[config.mk]
export PLATFORM = sky130hd
export DESIGN_NAME = ixp_top
export DESIGN_NICKNAME = d
export VERILOG_FILES = /design/src/logic/ixp_pkg.sv /design/src/logic/ixp_sync.sv /design/src/logic/ixp_wb_irq.sv /design/src/logic/ixp_top.sv
export VERILOG_INCLUDE_DIRS = /design/src /design/src/logic
export SDC_FILE = /design/constraint.sdc
export NUM_CORES = 1
export LEC_CHECK = 0
export ABC_AREA = 1
export BUFFER_PORTS_ARGS = -buffer_cell sky130_fd_sc_hd__buf_2
export CAP_MARGIN = 20
export CORE_MARGIN = 2
export CORE_UTILIZATION = 45
export CTS_CLUSTER_DIAMETER = 200
export DETAILED_ROUTE_END_ITERATION = 12
export GPL_TIMING_DRIVEN = 1
export PLACE_DENSITY = 0.69
export SLEW_MARGIN = 15
export SYNTH_ARGS = -nofsm -noshare
export SYNTH_HDL_FRONTEND = slang
export SYNTH_SLANG_ARGS = --single-unit
export TNS_END_PERCENT = 5
[constraint.sdc]
create_clock -name sys_clk -period 2.45 [get_ports sys_clk]
set_input_delay 0.245 -clock sys_clk [delete_from_list [all_inputs] [get_ports sys_clk]]
set_output_delay 0.245 -clock sys_clk [all_outputs]
set_load 0.02 [all_outputs]
[src/logic/ixp_defs.svh]
// constants shared by the io expander design files
`ifndef IXP_DEFS_SVH
`define IXP_DEFS_SVH

// ==============================================================
// timing
`define IXP_CLK_NS      5
`define IXP_SPIKE_NS    10
`define IXP_SPIKE_CYC   ((`IXP_SPIKE_NS + `IXP_CLK_NS - 1) / `IXP_CLK_NS)
`define IXP_PIN_FILT    2
`define IXP_INIT_CYC    2'h3

// ==============================================================
// serial bus framing
`define IXP_ADDR_HI     4'h4
`define IXP_BYTE_BITS   4'h8

// ==============================================================
// register pairs, selected by pointer bits 2:1
`define IXP_PAIR_IN     2'h0
`define IXP_PAIR_OUT    2'h1
`define IXP_PAIR_POL    2'h2
`define IXP_PAIR_CFG    2'h3

// ==============================================================
// reset values
`define IXP_OUT_RST     8'hff
`define IXP_POL_RST     8'h00
`define IXP_CFG_RST     8'hff

// ==============================================================
// wishbone byte offsets
`define IXP_WB_STS      4'h0
`define IXP_WB_MASK     4'h4
`define IXP_WB_LIVE     4'h8

`endif

[src/logic/ixp_pkg.sv]
// types shared by the io expander design files
package ixp_pkg;

	// gray along idle, addr, ack, write, ack, read, ack
	typedef enum logic [2:0] {
		ST_IDLE  = 3'h0,
		ST_ADDR  = 3'h1,
		ST_ACK_A = 3'h3,
		ST_WR    = 3'h2,
		ST_ACK_W = 3'h6,
		ST_RD    = 3'h7,
		ST_ACK_R = 3'h5
	} ixp_state_t;

	typedef logic [1:0][7:0] ixp_banks_t;

	typedef struct packed {
		logic change;
		logic write;
	} ixp_ev_t;

	typedef struct packed {
		ixp_state_t state;
		logic [3:0] cnt;
		logic [7:0] shift;
		logic       rw;
		logic       cmd;
		logic       nack;
		logic [2:0] ptr;
		ixp_banks_t in_q;
		ixp_banks_t out_q;
		ixp_banks_t pol_q;
		ixp_banks_t cfg_q;
		logic [1:0] init;
		logic       scl_q;
		logic       sda_q;
		logic       sda_oe_b;
		logic       alert_oe_b;
		logic       mism_q;
		logic       low_q;
		ixp_ev_t    ev;
	} ixp_top_st_t;

	typedef struct packed {
		logic        ack;
		logic [31:0] dat;
		logic [1:0]  sts;
		logic [1:0]  mask;
		logic        irq;
	} ixp_wb_st_t;

endpackage

[src/logic/ixp_sync.sv]
// two-flop synchroniser with a majority-free stability filter per bit
`timescale 1ns/10ps
`include "ixp_defs.svh"

module ixp_sync
	import ixp_pkg::*;
#(
	parameter int         W    = 1,
	parameter int         FILT = 2,
	parameter logic [W-1:0] RST = '0
) (
	// clock and reset
	input  wire logic         sys_clk,
	input  wire logic         rst_b,
	// raw and filtered levels
	input  wire logic [W-1:0] d,
	output logic      [W-1:0] q
);

	typedef struct packed {
		logic [W-1:0]           m;
		logic [W-1:0]           s2;
		logic [W-1:0][FILT-1:0] h;
		logic [W-1:0]           q;
	} ixp_sync_st_t;

	ixp_sync_st_t s_r;
	ixp_sync_st_t s_nxt;
	logic [W-1:0] all_hi;
	logic [W-1:0] all_lo;

	// ==============================================================
	// per-bit agreement of the sample history
	genvar gi;
	generate
		for (gi = 0; gi < W; gi++) begin : g_bit
			assign all_hi[gi] = &s_r.h[gi];
			assign all_lo[gi] = ~|s_r.h[gi];
		end
	endgenerate

	// ==============================================================
	// next state
	always_comb begin
		s_nxt    = s_r;
		s_nxt.m  = d;
		s_nxt.s2 = s_r.m;
		for (int i = 0; i < W; i++) begin
			s_nxt.h[i] = {s_r.h[i][FILT-2:0], s_r.s2[i]};
		end
		// level moves only after FILT equal samples
		s_nxt.q = (s_r.q | all_hi) & ~all_lo;
	end

	always_ff @(posedge sys_clk) begin
		if (!rst_b) begin
			// keep sampling so the history is real at release
			s_r   <= s_nxt;
			s_r.q <= RST;
		end else begin
			s_r <= s_nxt;
		end
	end

	assign q = s_r.q;
endmodule

[src/logic/ixp_wb_irq.sv]
// wishbone slave holding sticky event status, mask and live mismatch
`timescale 1ns/10ps
`include "ixp_defs.svh"

module ixp_wb_irq
	import ixp_pkg::*;
(
	// clock and reset
	input  wire logic        sys_clk,
	input  wire logic        rst_b,
	// events and state from the expander core
	input  ixp_ev_t          ev,
	input  wire logic [15:0] live,
	// wishbone classic slave
	input  wire logic [3:0]  wb_adr_i,
	input  wire logic [31:0] wb_dat_i,
	input  wire logic [3:0]  wb_sel_i,
	input  wire logic        wb_we_i,
	input  wire logic        wb_cyc_i,
	input  wire logic        wb_stb_i,
	output logic      [31:0] wb_dat_o,
	output logic             wb_ack_o,
	// interrupt
	output logic             irq_o
);
	ixp_wb_st_t s_r;
	ixp_wb_st_t s_nxt;

	always_comb begin
		logic       hit;
		logic       wr;
		logic [1:0] clr;
		hit       = wb_cyc_i & wb_stb_i & ~s_r.ack;
		wr        = hit & wb_we_i & wb_sel_i[0];
		clr       = 2'h0;
		s_nxt     = s_r;
		s_nxt.ack = hit;
		s_nxt.dat = 32'h0;
		if (hit) begin
			unique case (wb_adr_i)
				`IXP_WB_STS: begin
					s_nxt.dat = {30'h0, s_r.sts};
					if (wr) begin
						clr = wb_dat_i[1:0];
					end
				end
				`IXP_WB_MASK: begin
					s_nxt.dat = {30'h0, s_r.mask};
					if (wr) begin
						s_nxt.mask = wb_dat_i[1:0];
					end
				end
				`IXP_WB_LIVE: begin
					s_nxt.dat = {16'h0, live};
				end
				// unmapped: acked, reads zero, writes dropped
				default: begin
					s_nxt.dat = 32'h0;
				end
			endcase
		end
		// a new event beats a clear in the same cycle
		s_nxt.sts = (s_r.sts & ~clr) | ev;
		s_nxt.irq = |(s_nxt.sts & s_nxt.mask);
	end

	always_ff @(posedge sys_clk) begin
		if (!rst_b) begin
			s_r <= '0;
		end else begin
			s_r <= s_nxt;
		end
	end

	assign wb_dat_o = s_r.dat;
	assign wb_ack_o = s_r.ack;
	assign irq_o    = s_r.irq;
endmodule

[src/logic/ixp_top.sv]
// sixteen-pin serial-bus io expander with change alert
// ==============================================================
// Function
// - two 8-bit registers of each kind
// - written direction bits steer the pins
// - input and output registers hold pin values
// - polarity bits invert input data on read
// - every register readable over serial bus
// - alert while a pin differs from input register
// - alert is open-drain and active low
// - reset loads defaults, bus machine goes idle
// - three straps form low slave address bits
// - all sixteen pins are inputs after reset
// - serial clock works from static to 400 kHz
// - glitches on clock and data are filtered
// - first write byte selects one of eight registers
// - pointer alternates within pair after each byte
// - direction 1 input, 0 output; given defaults
// - input writes ignored; output reads stored value
//
// Our own choices: the placing of the registers and event status and interrupt over Wishbone.
`timescale 1ns/10ps
`include "ixp_defs.svh"

module ixp_top
	import ixp_pkg::*;
(
	// clock and reset
	input  wire logic        sys_clk,
	input  wire logic        rst_b,
	// serial bus, open drain
	input  wire logic        scl_i,
	input  wire logic        sda_i,
	output logic             sda_o,
	output logic             sda_oe_b,
	// change alert, open drain
	output logic             alert_o,
	output logic             alert_oe_b,
	// address straps
	input  wire logic        strap_addr_bit_low,
	input  wire logic        strap_addr_bit_mid,
	input  wire logic        strap_addr_bit_high,
	// port pins
	input  wire logic [7:0]  bank_zero_pins_i,
	output logic      [7:0]  bank_zero_pins_o,
	output logic      [7:0]  bank_zero_pins_oe_b,
	input  wire logic [7:0]  bank_one_pins_i,
	output logic      [7:0]  bank_one_pins_o,
	output logic      [7:0]  bank_one_pins_oe_b,
	// wishbone classic slave
	input  wire logic [3:0]  wb_adr_i,
	input  wire logic [31:0] wb_dat_i,
	input  wire logic [3:0]  wb_sel_i,
	input  wire logic        wb_we_i,
	input  wire logic        wb_cyc_i,
	input  wire logic        wb_stb_i,
	output logic      [31:0] wb_dat_o,
	output logic             wb_ack_o,
	// interrupt
	output logic             irq_o
);

	localparam ixp_top_st_t TOP_RST = '{
		state:      ST_IDLE,
		cnt:        4'h0,
		shift:      8'h00,
		rw:         1'b0,
		cmd:        1'b0,
		nack:       1'b0,
		ptr:        3'h0,
		in_q:       '0,
		out_q:      {`IXP_OUT_RST, `IXP_OUT_RST},
		pol_q:      {`IXP_POL_RST, `IXP_POL_RST},
		cfg_q:      {`IXP_CFG_RST, `IXP_CFG_RST},
		init:       `IXP_INIT_CYC,
		scl_q:      1'b1,
		sda_q:      1'b1,
		sda_oe_b:   1'b1,
		alert_oe_b: 1'b1,
		mism_q:     1'b0,
		low_q:      1'b0,
		ev:         '0
	};

	ixp_top_st_t s_r;
	ixp_top_st_t s_nxt;

	logic [1:0]  bus_f;
	logic [18:0] pins_raw;
	logic [18:0] pins_f;
	ixp_banks_t  pins_s;
	logic [6:0]  my_addr;
	logic        scl_f;
	logic        sda_f;
	logic        scl_rise;
	logic        scl_fall;
	logic        start_c;
	logic        stop_c;
	logic [15:0] mism;

	// ==============================================================
	// input synchronisers
	// short spike filter: a 40 ns link clock phase must still pass
	ixp_sync #(
		.W    (2),
		.FILT (`IXP_SPIKE_CYC),
		.RST  (2'h3)
	) u_bus_sync (
		.sys_clk (sys_clk),
		.rst_b   (rst_b),
		.d       ({scl_i, sda_i}),
		.q       (bus_f)
	);

	assign pins_raw = {strap_addr_bit_high, strap_addr_bit_mid,
		strap_addr_bit_low, bank_one_pins_i, bank_zero_pins_i};

	ixp_sync #(
		.W    (19),
		.FILT (`IXP_PIN_FILT),
		.RST  (19'h0)
	) u_pin_sync (
		.sys_clk (sys_clk),
		.rst_b   (rst_b),
		.d       (pins_raw),
		.q       (pins_f)
	);

	assign scl_f    = bus_f[1];
	assign sda_f    = bus_f[0];
	assign pins_s   = pins_f[15:0];
	assign my_addr  = {`IXP_ADDR_HI, pins_f[18:16]};
	assign scl_rise = scl_f & ~s_r.scl_q;
	assign scl_fall = ~scl_f & s_r.scl_q;
	assign start_c  = scl_f & s_r.scl_q & s_r.sda_q & ~sda_f;
	assign stop_c   = scl_f & s_r.scl_q & ~s_r.sda_q & sda_f;
	assign mism     = pins_s ^ s_r.in_q;

	// ==============================================================
	// register read mux
	function automatic logic [7:0] rd_val(input logic [2:0] p);
		logic [7:0] v;
		v = 8'h00;
		unique case (p[2:1])
			`IXP_PAIR_IN:  v = pins_s[p[0]] ^ s_r.pol_q[p[0]];
			`IXP_PAIR_OUT: v = s_r.out_q[p[0]];
			`IXP_PAIR_POL: v = s_r.pol_q[p[0]];
			`IXP_PAIR_CFG: v = s_r.cfg_q[p[0]];
		endcase
		return v;
	endfunction

	// ==============================================================
	// next state
	always_comb begin
		logic [7:0] byte_v;
		logic [2:0] p_v;
		byte_v      = 8'h00;
		p_v         = s_r.ptr;
		s_nxt       = s_r;
		s_nxt.ev    = '0;
		s_nxt.low_q = 1'b0;
		s_nxt.scl_q = scl_f;
		s_nxt.sda_q = sda_f;

		// latch pin levels once synchronisers hold real values
		if (s_r.init != 2'h0) begin
			s_nxt.in_q = pins_s;
			s_nxt.init = s_r.init - 2'h1;
		end

		// repeated start is legal from any state
		if (start_c) begin
			s_nxt.state    = ST_ADDR;
			s_nxt.cnt      = 4'h0;
			s_nxt.sda_oe_b = 1'b1;
		end else if (stop_c) begin
			s_nxt.state    = ST_IDLE;
			s_nxt.sda_oe_b = 1'b1;
		end else begin
			unique case (s_r.state)
				ST_IDLE: begin
					s_nxt.sda_oe_b = 1'b1;
				end
				ST_ADDR, ST_WR: begin
					if (scl_rise) begin
						s_nxt.shift = {s_r.shift[6:0], sda_f};
						s_nxt.cnt   = s_r.cnt + 4'h1;
					end else if (scl_fall
						&& s_r.cnt == `IXP_BYTE_BITS) begin
						s_nxt.cnt = 4'h0;
						if (s_r.state == ST_ADDR) begin
							if (s_r.shift[7:1] == my_addr) begin
								s_nxt.rw       = s_r.shift[0];
								s_nxt.cmd      = 1'b1;
								s_nxt.sda_oe_b = 1'b0;
								s_nxt.state    = ST_ACK_A;
							end else begin
								// another device's address
								s_nxt.state = ST_IDLE;
							end
						end else begin
							s_nxt.sda_oe_b = 1'b0;
							s_nxt.state    = ST_ACK_W;
							s_nxt.cmd      = 1'b0;
							if (s_r.cmd) begin
								s_nxt.ptr = s_r.shift[2:0];
							end else begin
								unique case (s_r.ptr[2:1])
									`IXP_PAIR_IN: begin
										// input pair is read only
										s_nxt.ev.write = 1'b0;
									end
									`IXP_PAIR_OUT: begin
										s_nxt.out_q[s_r.ptr[0]] =
											s_r.shift;
										s_nxt.ev.write = 1'b1;
									end
									`IXP_PAIR_POL: begin
										s_nxt.pol_q[s_r.ptr[0]] =
											s_r.shift;
										s_nxt.ev.write = 1'b1;
									end
									`IXP_PAIR_CFG: begin
										s_nxt.cfg_q[s_r.ptr[0]] =
											s_r.shift;
										s_nxt.ev.write = 1'b1;
									end
								endcase
								s_nxt.ptr = {s_r.ptr[2:1],
									~s_r.ptr[0]};
							end
						end
					end
				end
				ST_ACK_A: begin
					if (scl_fall) begin
						if (s_r.rw) begin
							byte_v         = rd_val(s_r.ptr);
							s_nxt.shift    = byte_v;
							s_nxt.sda_oe_b = byte_v[7];
							s_nxt.cnt      = 4'h0;
							s_nxt.state    = ST_RD;
							if (s_r.ptr[2:1] == `IXP_PAIR_IN) begin
								s_nxt.in_q[s_r.ptr[0]] =
									pins_s[s_r.ptr[0]];
							end
						end else begin
							s_nxt.sda_oe_b = 1'b1;
							s_nxt.state    = ST_WR;
						end
					end
				end
				ST_ACK_W: begin
					if (scl_fall) begin
						s_nxt.sda_oe_b = 1'b1;
						s_nxt.state    = ST_WR;
					end
				end
				ST_RD: begin
					if (scl_rise) begin
						s_nxt.cnt = s_r.cnt + 4'h1;
					end else if (scl_fall) begin
						if (s_r.cnt == `IXP_BYTE_BITS) begin
							// release for the master's ack bit
							s_nxt.sda_oe_b = 1'b1;
							s_nxt.cnt      = 4'h0;
							s_nxt.state    = ST_ACK_R;
						end else begin
							s_nxt.shift    = {s_r.shift[6:0], 1'b0};
							s_nxt.sda_oe_b = s_r.shift[6];
						end
					end
				end
				ST_ACK_R: begin
					if (scl_rise) begin
						s_nxt.nack = sda_f;
					end else if (scl_fall) begin
						if (s_r.nack) begin
							s_nxt.state = ST_IDLE;
						end else begin
							p_v            = {s_r.ptr[2:1], ~s_r.ptr[0]};
							byte_v         = rd_val(p_v);
							s_nxt.ptr      = p_v;
							s_nxt.shift    = byte_v;
							s_nxt.sda_oe_b = byte_v[7];
							s_nxt.state    = ST_RD;
							if (p_v[2:1] == `IXP_PAIR_IN) begin
								s_nxt.in_q[p_v[0]] = pins_s[p_v[0]];
							end
						end
					end
				end
				default: begin
					s_nxt.state    = ST_IDLE;
					s_nxt.sda_oe_b = 1'b1;
				end
			endcase
		end

		// alert follows mismatch; quiet until the input latch is primed
		s_nxt.mism_q     = (|mism) & (s_r.init == 2'h0);
		s_nxt.alert_oe_b = ~s_nxt.mism_q;
		s_nxt.ev.change  = s_nxt.mism_q & ~s_r.mism_q;
	end

	always_ff @(posedge sys_clk) begin
		if (!rst_b) begin
			s_r <= TOP_RST;
		end else begin
			s_r <= s_nxt;
		end
	end

	// ==============================================================
	// event status and interrupt over wishbone
	ixp_wb_irq u_wb_irq (
		.sys_clk  (sys_clk),
		.rst_b    (rst_b),
		.ev       (s_r.ev),
		.live     (mism),
		.wb_adr_i (wb_adr_i),
		.wb_dat_i (wb_dat_i),
		.wb_sel_i (wb_sel_i),
		.wb_we_i  (wb_we_i),
		.wb_cyc_i (wb_cyc_i),
		.wb_stb_i (wb_stb_i),
		.wb_dat_o (wb_dat_o),
		.wb_ack_o (wb_ack_o),
		.irq_o    (irq_o)
	);

	// ==============================================================
	// pins, all from flops; open-drain lines only ever pull low
	assign sda_o               = s_r.low_q;
	assign sda_oe_b            = s_r.sda_oe_b;
	assign alert_o             = s_r.low_q;
	assign alert_oe_b          = s_r.alert_oe_b;
	assign bank_zero_pins_o    = s_r.out_q[0];
	assign bank_zero_pins_oe_b = s_r.cfg_q[0];
	assign bank_one_pins_o     = s_r.out_q[1];
	assign bank_one_pins_oe_b  = s_r.cfg_q[1];
endmodule

# == Yosys cells after proc, flatten, opt, wreduce, memory -nomap -nowiden ==
# Index checks and enable logic that the tools add are counted.
# word_totals
register_bits,238
input_bits,66
out_inout_bits,70
wordCells,353
# classes
addsub,2
order_cmp,4
n_eq_ne,42
mux,108
bitwise,44
reduce_logical,95
# op_table
cell,n
$mux W48,5
$mux W8,24
$mux W16,8
$pmux W8 S4,3
$mux W82,1
$bwmux W16,5
$mux W64,1
$mux W17,3
$pmux W16 S3,1
$reduce_or A2 Y1,24
$reduce_and A2 Y1,22
$mux W3,12
$ne A4 B4 Y1 const B,9
$pmux W16 S2,1
$reduce_and A8 Y1,4
$mux W15,2
$reduce_and A10 Y1,3
$ne A2 B2 Y1 const B,14
$mux W2,11
$logic_not A1 Y1,21
$and A19 B19 Y19,1
$not A19 Y19,1
$or A19 B19 Y19,1
$mux W1,18
other kinds (46),100

# == Depth between registers and ports, before layout ==
# logic_depth
word_depth,13
ltp_mapped,13
ltp_nobuf,12

# == Hierarchy ==
# Synthesis repeated with hierarchy kept, for this count alone.
# unflattened
cells_unflattened,1353
area_unflattened_um2,9990.8
# by_module_without_submodules
module,instances,cells_each,area_per_inst_um2,seq_area_each_um2
ixp_top,1,1025,6311.1,1881.8
ixp_sync (u_pin_sync),1,172,2379.8,1901.8
ixp_wb_irq,1,137,1053.5,440.4
ixp_sync (u_bus_sync),1,19,246.5,200.2

# == Least setup slack after synthesis ==
# No wires, ideal clock.
# synth_path
path_type,register to register
startpoint,register u_bus_sync.q[1] (netlist name)
endpoint,register s_r[60] in the netlist's numbering
setup_ps,132
t_arrival_ps,1645
t_required_ps,2318
slack_ps,674
path_stages_with_launch,10
path_buffers,0
period_less_slack_ps,1776
path_cell_list,dfxtp_1 -> inv_1 -> ha_1 -> inv_1 -> nor3_1 -> nand3_1 -> nand2_1 -> nand2_1 -> o21ai_0 -> o22ai_1
# synth_via
elab_chain_cells,7
word_cells_on_any_way,14
classes_between,mux (6); bitwise (8)
# synth_lines
element,line_no,rtl
$not A1 Y1,ixp_top.sv:134,assign scl_fall = ~scl_f & s_r.scl_q;
$and A1 B1 Y1,ixp_top.sv:134,
$mux W17,ixp_top.sv:278,end else if (scl_fall) begin
$mux W17,ixp_top.sv:276,if (scl_rise) begin
$pmux W16 S2,ixp_top.sv:181,unique case (s_r.state)
$mux W82,ixp_top.sv:177,end else if (stop_c) begin
$mux W64 (*),ixp_top.sv:173,if (start_c) begin
end signal: assignment,ixp_top.sv:311,s_r <= s_nxt;
end: declaration,ixp_top.sv:85,ixp_top_st_t s_r;
# Mark *: on every way between the ends. The rest lies on a longest branch, timed or not. The select of a mux whose other input is x is not followed.
# A chain may end at the register's enable or synchronous reset.

# == Final worst setup path ==
# layout_path
startpoint,register s_r[93] in the netlist's numbering
endpoint,register s_r[60] in the netlist's numbering
# layout_via
elab_chain_cells,4
word_cells_on_any_way,5
classes_between,eq/ne (2); mux (3)
# layout_lines
element,line_no
$eq A3 B3 Y1 / $eq A3 B2 Y1 (equally long branches),-
$pmux W16 S2 (*),ixp_top.sv:181
$mux W82 (*),ixp_top.sv:177
$mux W64 (*),ixp_top.sv:173
# Mark *: on every way between the ends. The rest lies on a longest branch, timed or not.

==> run metrics <==
final worst slack 265 ps; post-synthesis mux area share 0; Worst R2R End s_r[60]$_SDFF_PN0_; Async SR Flop Fraction 0; Ports 136; Buffers on Ports 84; pre-CTS WS 242 ps; Critical Path RT 2840 ps; Syn Area/Cell 7.41 um2; Synth top area share 0.472; outcome completed; DPL Wire Length 16.2 mm; Final Setup Violations 0; CP startpoint kind flop; clk root buf clkbuf_16; wire length per cell 13.9 um; #FFs+latches synth 221; DP Area 9770 um2; largest area contributor in the netlist dfxtp_1; buffer and inverter count on the worst path 0; CP max stage delay 440 ps; setup TNS 0 ps; Worst VDD drop 0.555 mV; combinational family with the most area after synthesis simple AND/OR/NAND/NOR gates; Ys Warns 0; synth top area cells dfxtp_1 (47%), nand2_1 (14%), o21ai_0 (6.1%); hold slack 43.4 ps; M1 wire length 10.2 mm; CTS tree done; Die Span X 148 um; Core Box Area 20400 um2; CTS hold repair buffers 21; Cell Chain, Critical Path nand2_1 -> nor2_1 -> nor2_1 -> nor2_1 -> nand2_1 -> o21ai_0 -> o22ai_1; met3 WL 1.18 mm; critical path class reg2reg; Crit. Startpoint s_r[93]$_SDFFE_PP0P_; fin. max-slew vios 0; Worst-path clk slew 60 ps; Std-Cell Rows 52; Final Core Density 0.528; fin cells 1619; worst slew pin tran 744 ps; Critical Path Fanout Max 7; H-tree lvl count 1; endpoint of the worst hold path u_wb_irq.s_r[2]$_SDFF_PN0_; Synth Area in Compound Gates 0.161; setup bufs post-CTS 0; Tmin final 2180 ps; overall power 8.16 mW; Main synth FF type dfxtp_1; wire length on met2 10.5 mm; Top Layer Used met4; Fmax achieved 458 MHz; EDFF count, synth 0; Max-cap violations 0; Final Routed Wirelength 22.6 mm; Nets 1405; Post-CTS Resized 0; WHS Path Cells 3; Yosys cell types 34; CP endpoint kind flop; mapped cell area 9370 um2; R2R depth 7; fin area 10800 um2; CP top delay family simple AND/OR/NAND/NOR gates; Overall Global Routing Usage 0.203; antenna violations before repair 0; Power per Cell Area 758 nW/um2; first-pass GRT wire length 36.7 mm; drt first-iter violations 485; Worst Path Arrival 2570 ps; Area growth, synth to finish 14.8%; layout cells sized above 1 0.116; worst hold path startpoint wb_dat_i[1]; number of diodes 0; vias per cell 5.08; vias in the first global route 7481; R2R Path Start s_r[93]$_SDFFE_PP0P_; crit path max-delay cell type dfxtp_1; global route total overflow 0; Post-Synth XOR/XNOR Area 0.0187; TritonCTS Sinks 221; Seq/Total Area, Yosys 0.472; Final Cycle Share 0.892; post-synthesis simple-gate area fraction 0.233; Residual DRC 0; drt pass-1 iters 5; worst-skew pair later-pin latency 530 ps; largest net degree at the start of global routing 70; Synth Instances 1264; r2r setup slk 270 ps; adder-cell share of the synthesized area 0.00801; Die Height 148 um; skew final 11.8 ps; RSZ-0062 raised after global routing no; antenna viol nets, final 0; Max-slew headroom 0.504; Starting Density 0.460; Die ar. 22000 um2; final hold vios 0; dpl cells 1557; P_leak 4.97 nW; cell repeated most along the worst path nor2_1; TritonCTS Buffers 23; clk buf depth 3; Hold Crit Class in2reg; via count 8225; routability cong. 0.911
==> per-layer routing <==
layer / track usage / vias up
li1: - / 4177
met1: 0.277 / 3780
met2: 0.334 / 218
met3: 0.0285 / 50
met4: 0.0643 / 0
met5: 0 / -
==> kinds of logic after synthesis <==
group,count (synthesis)
AND/OR/NAND/NOR,542
AO/OA/AOI/OAI,276
flip-flops,221
buffers and inverters,198
XOR/XNOR,20
adder cells (fa/ha/maj),6
other,1
==> worst max path at each step <==
stage,slack (ps),cells past startpoint,to
3_3_place_gp,290,7,s_r[60]$_SDFF_PN0_
3_5_place_dp,240,7,s_r[63]$_SDFF_PN0_
4_1_cts,230,7,s_r[64]$_SDFF_PN0_
5_1_grt,20,7,s_r[64]$_SDFF_PN0_
2_1_floorplan,670,9,s_r[60]$_SDFF_PN0_
6_report,270,7,s_r[60]$_SDFF_PN0_
==> where the power goes <==
| group | internal (mW) | switching, mW |
|---|---|---|
| Sequential | 3.76 | 0.137 |
| Clock | 2.13 | 1.45 |
| Combinational | 0.238 | 0.436 |
| Total | 6.13 | 2.03 |
==> placed cells by master, fill, tap and decap left out, types with 29 or more instances in the layout <==
cell / count
nand2_1: 345
dfxtp_1: 220
nor2_1: 120
o21ai_0: 115
a21oi_1: 106
inv_1: 87
buf_2: 84
nand3_1: 35
o211ai_1: 34
buf_4: 29
==> worst reg2reg max path, cell delays in order, from the launching register on <==
cell and delay, ps:
dfxtp_1 440, nand2_1 100, nor2_1 410, nor2_1 270, nor2_1 270, nand2_1 100
o21ai_0 340, o22ai_1 110
==> layout make-up <==
| cell class | instances | area (um2) |
|---|---|---|
| Fill cell | 1983 | 9610 |
| Sequential cell | 221 | 4430 |
| Tap cell | 270 | 338 |
| Multi-Input combinational cell | 862 | 4010 |
| Timing Repair Buffer | 135 | 868 |
| Clock inverter | 10 | 153 |
| Clock buffer | 31 | 626 |
| Inverter | 90 | 338 |
==> cells in the mapped netlist (all sizes together) (11+ instances only) <==
library cell  number
dfxtp            221
xor2              11
o211ai            34
o22ai             12
nand3             37
a21oi            106
inv               88
nor3              27
nor2             120
nand2            345
clkbuf            31
buf               77
o21ai            115
Power figures use the tool's default switching activity.
